## src/shared/mfpc_pkg.sv

```systemverilog
package mfpc_pkg;

    // APB geometry
    localparam int MFPC_ADDR_W = 12;
    localparam int MFPC_DATA_W = 32;
    localparam int MFPC_PINS = 3;

    // Register indices; byte address is four times the index
    localparam logic [7:0] MFPC_IDX_PIN3_CTRL = 8'h76;
    localparam logic [7:0] MFPC_IDX_PIN4_CTRL = 8'h77;
    localparam logic [7:0] MFPC_IDX_PIN5_CTRL = 8'h78;
    localparam logic [7:0] MFPC_IDX_IRQ_STATUS = 8'h79;
    localparam logic [7:0] MFPC_IDX_IRQ_MASK = 8'h7a;
    localparam logic [7:0] MFPC_IDX_PIN_LEVEL = 8'h7f;

    // Pin function codes
    localparam logic [5:0] MFPC_FN_SW_OUT = 6'h00;
    localparam logic [5:0] MFPC_FN_BCLK = 6'h01;
    localparam logic [5:0] MFPC_FN_IRQ = 6'h02;
    localparam logic [5:0] MFPC_FN_SW_IN = 6'h03;
    localparam logic [5:0] MFPC_FN_MIC_CUR = 6'h04;
    localparam logic [5:0] MFPC_FN_MIC_SHORT = 6'h05;

    // Pin control layout, bits 13:0 of the 16-bit control word
    typedef struct packed {
        logic [5:0] function_sel;
        logic direction;
        logic drive_type;
        logic input_polarity;
        logic out_level;
        logic pulldown_en;
        logic pullup_en;
        logic irq_trigger;
        logic debounce_en;
    } mfpc_pin_cfg_s;

    // Drive towards one pad
    typedef struct packed {
        logic out;
        logic oe;
        logic pullup_en;
        logic pulldown_en;
    } mfpc_pad_drive_s;

    localparam logic [13:0] MFPC_PIN3_RST = 14'h00a8;
    localparam logic [13:0] MFPC_PIN4_RST = 14'h0220;
    localparam logic [13:0] MFPC_PIN5_RST = 14'h01a8;

    // Interrupt flags sit at bits 4:2 of the status and mask words
    localparam int MFPC_IRQ_LSB = 2;
    localparam logic [2:0] MFPC_IRQ_MASK_RST = 3'h7;

    localparam int MFPC_DEBOUNCE_CYCLES = 16;

    function automatic logic [MFPC_ADDR_W-1:0] mfpc_byte_addr(logic [7:0] idx);
        return {2'h0, idx, 2'h0};
    endfunction

endpackage

```

## src/design/mfpc_debounce.sv

```systemverilog
`timescale 1ns/1ps
module mfpc_debounce #(
    parameter int CYCLES = mfpc_pkg::MFPC_DEBOUNCE_CYCLES
) (
    // Clock and reset
    input wire logic pclk,
    input wire logic presetn,
    // Filter
    input wire logic raw,
    input wire logic enable,
    output logic filtered
);
    import mfpc_pkg::*;

    localparam int CW = $clog2(CYCLES + 1);
    localparam logic [CW-1:0] LAST = CW'(CYCLES - 1);

    logic [CW-1:0] cnt_r;
    logic filt_r;

    assign filtered = filt_r;

    // A glitch shorter than the window restarts the count and never reaches the output
    always_ff @(posedge pclk or negedge presetn) begin
        if (!presetn) begin
            filt_r <= 1'b0;
            cnt_r <= '0;
        end else if (!enable) begin
            filt_r <= raw; // RULE12
            cnt_r <= '0;
        end else if (raw == filt_r) begin
            cnt_r <= '0;
        end else if (cnt_r == LAST) begin
            filt_r <= raw; // RULE14
            cnt_r <= '0;
        end else begin
            cnt_r <= cnt_r + 1'b1;
        end
    end
endmodule

```

## src/design/mfpc_pin_ctrl.sv

```systemverilog
`timescale 1ns/1ps
// What this block does
// RULE1 - Function code 00h software output, 02h interrupt out, 03h input, 05h short detect
// RULE2 - Function code 04h drives the mic bias current-detect indication out
// RULE3 - Third pin: function bits 13:8 reset to 00h, direction resets to input
// RULE4 - Fourth pin resets to interrupt output, direction bit 7 output
// RULE5 - Fifth pin only: code 01h is bit clock; resets to it, as input
// RULE6 - Bit 6 picks push-pull (0) or open-drain (1) driver; resets 0
// RULE7 - Bit 5 input polarity: 0 active low, 1 active high; resets 1
// RULE8 - Bit 4 driven level, used only in software output function; resets 0
// RULE9 - Bit 3 enables pull-down when 1
// RULE10 - Pull-down resets enabled on third and fifth pins, disabled on fourth
// RULE11 - Bit 2 enables pull-up when 1; resets 0 everywhere
// RULE12 - Bit 0 set debounces the input, clear passes it straight
// RULE13 - Bit 1 chooses level (0) or edge (1) interrupt; resets level
// RULE14 - Debounce needs the input stable several clocks before the output follows
// RULE15 - Each pin sets its own sticky status flag, third pin at bit 2
// RULE16 - Per-pin mask bit, reset masked, keeps the flag off the interrupt
module mfpc_pin_ctrl #(
    parameter int DEBOUNCE_CYCLES = mfpc_pkg::MFPC_DEBOUNCE_CYCLES
) (
    // Clock and reset
    input wire logic pclk,
    input wire logic presetn,
    // APB slave
    input wire logic [mfpc_pkg::MFPC_ADDR_W-1:0] paddr,
    input wire logic psel,
    input wire logic penable,
    input wire logic pwrite,
    input wire logic [mfpc_pkg::MFPC_DATA_W-1:0] pwdata,
    input wire logic [3:0] pstrb,
    output logic [mfpc_pkg::MFPC_DATA_W-1:0] prdata,
    output logic pready,
    output logic pslverr,
    // Pads, index 0 is the third pin
    input wire logic [2:0] pin_in,
    output mfpc_pkg::mfpc_pad_drive_s [2:0] pad_drive,
    // Codec core
    input wire logic mic_current_det,
    input wire logic mic_short_det,
    input wire logic bit_clock_out,
    output logic bit_clock_from_pin,
    output logic irq_out
);
    import mfpc_pkg::*;

    mfpc_pin_cfg_s cfg_r [MFPC_PINS];
    mfpc_pad_drive_s [2:0] pad_r;
    logic [2:0] status_r;
    logic [2:0] mask_r;
    logic [2:0] active_prev_r;
    logic [MFPC_DATA_W-1:0] prdata_r;
    logic pslverr_r;
    logic bclk_in_r;
    logic [2:0] filt;
    logic [2:0] active;
    logic [2:0] evt;
    logic [2:0] hit_pin;
    logic hit_stat;
    logic hit_mask;
    logic hit_level;
    logic mapped;
    logic setup;
    logic access;
    logic wr;
    logic [15:0] rd_word;
    logic [2:0] clr;

    function automatic logic [15:0] merge16(logic [15:0] old, logic [31:0] wd, logic [3:0] st);
        return {st[1] ? wd[15:8] : old[15:8], st[0] ? wd[7:0] : old[7:0]};
    endfunction

    function automatic logic pin_value(mfpc_pin_cfg_s c, logic irq, logic det, logic shrt,
                                       logic bclk, logic is_pin5);
        logic v;
        v = 1'b0;
        case (c.function_sel)
            MFPC_FN_SW_OUT: v = c.out_level; // RULE8
            MFPC_FN_IRQ: v = irq; // RULE1
            MFPC_FN_MIC_CUR: v = det; // RULE2
            MFPC_FN_MIC_SHORT: v = shrt; // RULE1
            MFPC_FN_BCLK: v = is_pin5 & bclk; // RULE5
            default: v = 1'b0;
        endcase
        return v;
    endfunction

    function automatic logic pin_drives(mfpc_pin_cfg_s c, logic is_pin5);
        logic d;
        d = 1'b0;
        case (c.function_sel)
            MFPC_FN_SW_OUT, MFPC_FN_IRQ, MFPC_FN_MIC_CUR, MFPC_FN_MIC_SHORT: d = 1'b1;
            MFPC_FN_BCLK: d = is_pin5;
            default: d = 1'b0;
        endcase
        return d & ~c.direction;
    endfunction

    // Address decode
    always_comb begin
        hit_pin = 3'h0;
        hit_stat = 1'b0;
        hit_mask = 1'b0;
        hit_level = 1'b0;
        if (paddr == mfpc_byte_addr(MFPC_IDX_PIN3_CTRL)) begin
            hit_pin[0] = 1'b1;
        end else if (paddr == mfpc_byte_addr(MFPC_IDX_PIN4_CTRL)) begin
            hit_pin[1] = 1'b1;
        end else if (paddr == mfpc_byte_addr(MFPC_IDX_PIN5_CTRL)) begin
            hit_pin[2] = 1'b1;
        end else if (paddr == mfpc_byte_addr(MFPC_IDX_IRQ_STATUS)) begin
            hit_stat = 1'b1;
        end else if (paddr == mfpc_byte_addr(MFPC_IDX_IRQ_MASK)) begin
            hit_mask = 1'b1;
        end else if (paddr == mfpc_byte_addr(MFPC_IDX_PIN_LEVEL)) begin
            hit_level = 1'b1;
        end
    end

    assign mapped = (|hit_pin) | hit_stat | hit_mask | hit_level;
    assign setup = psel & ~penable;
    assign access = psel & penable;
    assign wr = access & pwrite & mapped;
    assign pready = access;
    assign pslverr = access & pslverr_r;
    assign prdata = prdata_r;

    always_comb begin
        rd_word = 16'h0000;
        if (hit_pin[0]) begin
            rd_word = {2'h0, cfg_r[0]};
        end else if (hit_pin[1]) begin
            rd_word = {2'h0, cfg_r[1]};
        end else if (hit_pin[2]) begin
            rd_word = {2'h0, cfg_r[2]};
        end else if (hit_stat) begin
            rd_word = 16'(status_r) << MFPC_IRQ_LSB;
        end else if (hit_mask) begin
            rd_word = 16'(mask_r) << MFPC_IRQ_LSB;
        end else if (hit_level) begin
            rd_word = 16'(active) << MFPC_IRQ_LSB;
        end
    end

    // Read data is captured in the setup phase so the access phase needs no wait state
    always_ff @(posedge pclk or negedge presetn) begin
        if (!presetn) begin
            prdata_r <= '0;
            pslverr_r <= 1'b0;
        end else if (setup) begin
            prdata_r <= pwrite ? '0 : {16'h0000, rd_word};
            pslverr_r <= ~mapped;
        end
    end

    // Pin control registers
    always_ff @(posedge pclk or negedge presetn) begin
        if (!presetn) begin
            cfg_r[0] <= MFPC_PIN3_RST; // RULE3
            cfg_r[1] <= MFPC_PIN4_RST; // RULE4
            cfg_r[2] <= MFPC_PIN5_RST; // RULE5
        end else if (wr) begin
            for (int i = 0; i < MFPC_PINS; i++) begin
                if (hit_pin[i]) begin
                    cfg_r[i] <= 14'(merge16({2'h0, cfg_r[i]}, pwdata, pstrb));
                end
            end
        end
    end

    // Input conditioning
    for (genvar g = 0; g < MFPC_PINS; g++) begin : g_in
        mfpc_debounce #(.CYCLES(DEBOUNCE_CYCLES)) u_db (
            .pclk(pclk),
            .presetn(presetn),
            .raw(pin_in[g]),
            .enable(cfg_r[g].debounce_en),
            .filtered(filt[g])
        );
        assign active[g] = cfg_r[g].input_polarity ? filt[g] : ~filt[g]; // RULE7
        assign evt[g] = (cfg_r[g].function_sel == MFPC_FN_SW_IN)
                        & active[g] & (~cfg_r[g].irq_trigger | ~active_prev_r[g]); // RULE13
    end

    always_ff @(posedge pclk or negedge presetn) begin
        if (!presetn) begin
            active_prev_r <= 3'h0;
        end else begin
            active_prev_r <= active;
        end
    end

    // Interrupt flags; a new event in the clearing cycle keeps its flag
    assign clr = (wr & hit_stat & pstrb[0]) ? pwdata[MFPC_IRQ_LSB +: 3] : 3'h0;

    always_ff @(posedge pclk or negedge presetn) begin
        if (!presetn) begin
            status_r <= 3'h0;
        end else begin
            status_r <= (status_r & ~clr) | evt; // RULE15
        end
    end

    always_ff @(posedge pclk or negedge presetn) begin
        if (!presetn) begin
            mask_r <= MFPC_IRQ_MASK_RST; // RULE16
        end else if (wr & hit_mask & pstrb[0]) begin
            mask_r <= pwdata[MFPC_IRQ_LSB +: 3];
        end
    end

    assign irq_out = |(status_r & ~mask_r); // RULE16

    // Pad drive; open-drain only ever pulls low
    always_ff @(posedge pclk or negedge presetn) begin
        if (!presetn) begin
            pad_r[0] <= 4'b0001; // RULE10
            pad_r[1] <= 4'b0000;
            pad_r[2] <= 4'b0001; // RULE10
        end else begin
            for (int i = 0; i < MFPC_PINS; i++) begin
                logic v;
                logic d;
                v = pin_value(cfg_r[i], irq_out, mic_current_det, mic_short_det,
                              bit_clock_out, i == 2);
                d = pin_drives(cfg_r[i], i == 2);
                if (cfg_r[i].drive_type) begin
                    pad_r[i].out <= 1'b0; // RULE6
                    pad_r[i].oe <= d & ~v;
                end else begin
                    pad_r[i].out <= d & v;
                    pad_r[i].oe <= d;
                end
                pad_r[i].pullup_en <= cfg_r[i].pullup_en; // RULE11
                pad_r[i].pulldown_en <= cfg_r[i].pulldown_en; // RULE9
            end
        end
    end

    assign pad_drive = pad_r;

    // Bit clock arriving on the fifth pin while it is an input
    always_ff @(posedge pclk or negedge presetn) begin
        if (!presetn) begin
            bclk_in_r <= 1'b0;
        end else begin
            bclk_in_r <= (cfg_r[2].function_sel == MFPC_FN_BCLK)
                         & cfg_r[2].direction & pin_in[2]; // RULE5
        end
    end

    assign bit_clock_from_pin = bclk_in_r;
endmodule

```

## config.mk

```make
export PLATFORM = sky130hd
export DESIGN_NAME = mfpc_pin_ctrl
export DESIGN_NICKNAME = d
export VERILOG_FILES = /design/src/shared/mfpc_pkg.sv /design/src/design/mfpc_debounce.sv /design/src/design/mfpc_pin_ctrl.sv
export SDC_FILE = /design/constraint.sdc
export NUM_CORES = 1
export LEC_CHECK = 0
export BUFFER_PORTS_ARGS = -buffer_cell sky130_fd_sc_hd__buf_2
export CORE_ASPECT_RATIO = 0.6
export CORE_MARGIN = 2
export CORE_UTILIZATION = 48
export DETAILED_ROUTE_END_ITERATION = 7
export PLACE_DENSITY = 0.75
export SLEW_MARGIN = 5
export SYNTH_ARGS = -nofsm -noshare
export SYNTH_HDL_FRONTEND = slang
export SYNTH_SLANG_ARGS = --single-unit
export TNS_END_PERCENT = 100
```

## constraint.sdc

```tcl
create_clock -name pclk -period 1.8 [get_ports pclk]
set_clock_uncertainty 0.15 [all_clocks]
set_input_delay 0.36 -clock pclk [delete_from_list [all_inputs] [get_ports pclk]]
set_output_delay 0.36 -clock pclk [all_outputs]
set_load 0.02 [all_outputs]
```

==> out/metrics.cfg <==
[grt]
grt_max_degree = 98
grt_pass1_wl_mm = 19.13
antenna_found_initial = 0
grt_pass1_vias = 3575
grt_overflow_total = 0
track_usage_pct = 24.83

[die]
io_pins = 107
die_x_um = 129.4
start_util_pct = 49.31
fp-row-count = 27
dieArea_um2 = 10260
die_y_um = 79.26
core_um2 = 9189

[setup_path]
required_ns = 1.29
cp_data_arrival_time_ns = 1.60
cp_max_fo = 2
max_stage_delay_ns = 0.54
crit_chain = inv_2 > a222oi_1 > buf_4 > inv_2 > buf_6
worstSetupStartpointType = register
cp_common_cell = inv_2
critPathCaptureType = output pin
reg2reg_setup_slack_ns = -0.12
cpMaxStageDelayCell = dfstp_2
r2r_cells = 7
path_class = register to output pin

[timing]
finalCritPeriodShare_pct = 117.0
setup_ws_ns = -0.3058
setup_violations = 18
grt_setup_unrepaired = true
tightest_slew_ns = 0.5335
finalSetupTns_ns = -0.9312
timing.hold.ws_ns = 0.1319
report.final.slew_viol_count = 0
hold_viol = 0
post-route-min-period_ns = 2.106
fmax_mhz = 474.9
max_slew_margin_pct = 64.43

[pwr]
power_leakage_nw = 3.029
p_total_mw = 4.666
p_per_area_nw_per_um2 = 745.3
combPwrFrac_pct = 6.8
clkPwrFrac_pct = 46.0
p_sw_share_pct = 21.69
ir_drop_v = 0.0005040
p_sw_mw = 1.012
internal_power_mw = 3.654
power_frac_seq_pct = 47.1

[clocking]
clkTransAtPathRegs_ns = 0.06
clk-insertion-delay-late_ns = 0.34
clock_sinks = 97
clock-root-buffer = clkbuf_16
cts_tree = yes
cts_buffers = 9
h-tree-depth = 3
clockBufferDepth = 2

[logic_synthesis]
async_flop_share_pct = 100.0
synth_cell_type_count = 52
netlist_area_um2 = 4531
synthFlopType = dfrtp_1
synth_cells = 385
synth_edf_count = 0
yosysSeqAreaShare_pct = 53.96
synth_warnings = 0
synth-seq-cells = 97
syn_area_per_cell_um2 = 11.77

[route]
vias = 3674
viasPerCell = 5.609
avgRoutedWirePerCell_um = 19.79
ant_nets = 0
dr.first_iter.drc_count = 428
met3_wirelength_mm = 1.167
post-route-drc-count = 0
drt_first_pass_iters = 5
drt-met1-wl_mm = 5.887
topRoutingLayerUsed = met4
routed_wl_mm = 12.96
dr_wl_met2_mm = 5.780

[layout]
antenna_cells = 0
drive_above_1_share_pct = 49.14
area_delta_synth_final_pct = 38.19
fillers = 690
final_nets = 583
design_area_um2 = 6261
final_cells = 655
fin_util_pct = 68.14

[worst_hold_path]
holdPathStages = 2
hold_path_class = input pin to register

[outcome]
run_status = complete, but fails checks
violations = setup timing

[placement]
port_buffers = 68
routabilityCongestion = 0.9204
pre_cts_slack_ns = -0.4939
hpwlAfterDp_mm = 8.543
placed_cell_area_um2 = 5443
placed_cells = 629

[job]
cap_violations = 0

## critical path: cells and delay by family, from the launching register on
family | cells | cell delay [ns]
AOI/OAI and AO/OA | 1 | 0.34
buffers and inverters | 4 | 0.38
DFF | 1 | 0.54
## layout by cell type, fill, tap and decap left out, types with 4 or more instances in the layout
cell type | synthesis | layout
a211oi_1 | 5 | 5
a21oi_1 | 14 | 11
a221oi_1 | 9 | 9
and3_1 | 8 | 8
buf_12 | 0 | 6
buf_2 | 3 | 63
buf_4 | 18 | 52
buf_6 | 1 | 15
clkbuf_16 | 0 | 9
conb_1 | 1 | 18
dfrtp_1 | 83 | 83
dfstp_2 | 14 | 14
inv_1 | 7 | 5
mux2_2 | 45 | 21
mux2_4 | 0 | 26
nand2_1 | 31 | 31
nand2b_1 | 5 | 5
nand3_1 | 12 | 11
nor2_1 | 21 | 20
nor3_1 | 5 | 5
o21ai_0 | 11 | 10
o31ai_4 | 0 | 6
o41ai_2 | 0 | 4
or3_4 | 0 | 5
xor2_1 | 9 | 9
## cell type report
type	count	area [um2]	share of cell area [%]
sequential	97	2445	39.05
tap	130	162.7	2.598
multi-input combinational	268	2275	36.33
clock buffer	9	225.2	3.597
clock inverter	6	107.6	1.719
timing repair buffer	138	1020	16.29
inverter	7	26.28	0.4197
## logic make-up after synthesis
family | after synthesis | synth area share, %
simple gates | 117 | 14.80
flops | 97 | 53.96
compound gates | 68 | 10.58
mux | 50 | 12.62
buf+inv | 37 | 4.805
xor+xnor | 12 | 2.320
fa+ha+maj | 3 | 0.8286
other cells | 1 | 0.08277
## path summary, 6_finish.rpt
check | startpoint | end
max | mask_r[1] | irq_out
max in group asynchronous | presetn | cfg_r[19]
min | pin_in[1] | g_in[1].u_db.filtered
min in group asynchronous | presetn | prdata[13]
max reg2reg | cfg_r[40] | pad_drive[3]
min reg2reg | cfg_r[31] | pad_drive[0]
## layer usage
metal | vias up | GRT usage, %
li1 | 1643 | -
met1 | 1825 | 36.53
met2 | 188 | 35.95
met3 | 18 | 7.682
met4 | 0 | 6.022
met5 | - | 0
## synth_stat cells (all sizes together), types with 4 or more instances
cell type  instances  area [um2]
o31ai              9       67.56
a211oi             5       37.54
nor3b              5       37.54
and3               8       50.05
nor2              22       85.09
nand2             31       116.4
a21oi             14       70.07
o21ai             11       55.05
nand2b             6       40.04
mux2              47       529.3
o41ai              4       35.03
dfstp             14       367.9
nor4               5       76.32
or3                6       37.54
nand3             12       60.06
xor2               9       78.83
dfrtp             83        2077
nor3               6       35.03
inv                7       26.28
clkbuf             8       30.03
a221oi             9       78.83
buf               22       161.4
## timing repair
action | CTS | global route
pin swaps | 10 | 17
endpoints found under the setup margin | 57 | 56
endpoints found under the hold margin | 83 | 0
gates resized for setup | 36 | 53
buffers inserted | 3 | 7
gates cloned | 0 | 1
hold buffers | 1 | 0
## power by group through the flow
| stage | clock network (mW) | logic, mW | registers, mW |
|---|---|---|---|
| after detailed placement | 0 | 0.297 | 2.24 |
| after floorplan | 0 | 0.134 | 2.24 |
| after global placement | 0 | 0.291 | 2.24 |
| after global routing | 2.27 | 0.347 | 2.20 |
| after CTS | 2.18 | 0.311 | 2.20 |
| final | 2.15 | 0.319 | 2.20 |
## sequential cells by signal, summed over array words and instances, names as in the netlist
register            cells
active_prev_r           3
bit_clock_from_pin      1
cfg_r                  42
g_in.u_db.cnt_r        15
g_in.u_db.filtered      3
mask_r                  3
pad_drive              12
prdata                 14
pslverr_r               1
status_r                3
No activity file was read; power rests on OpenSTA's default activity.
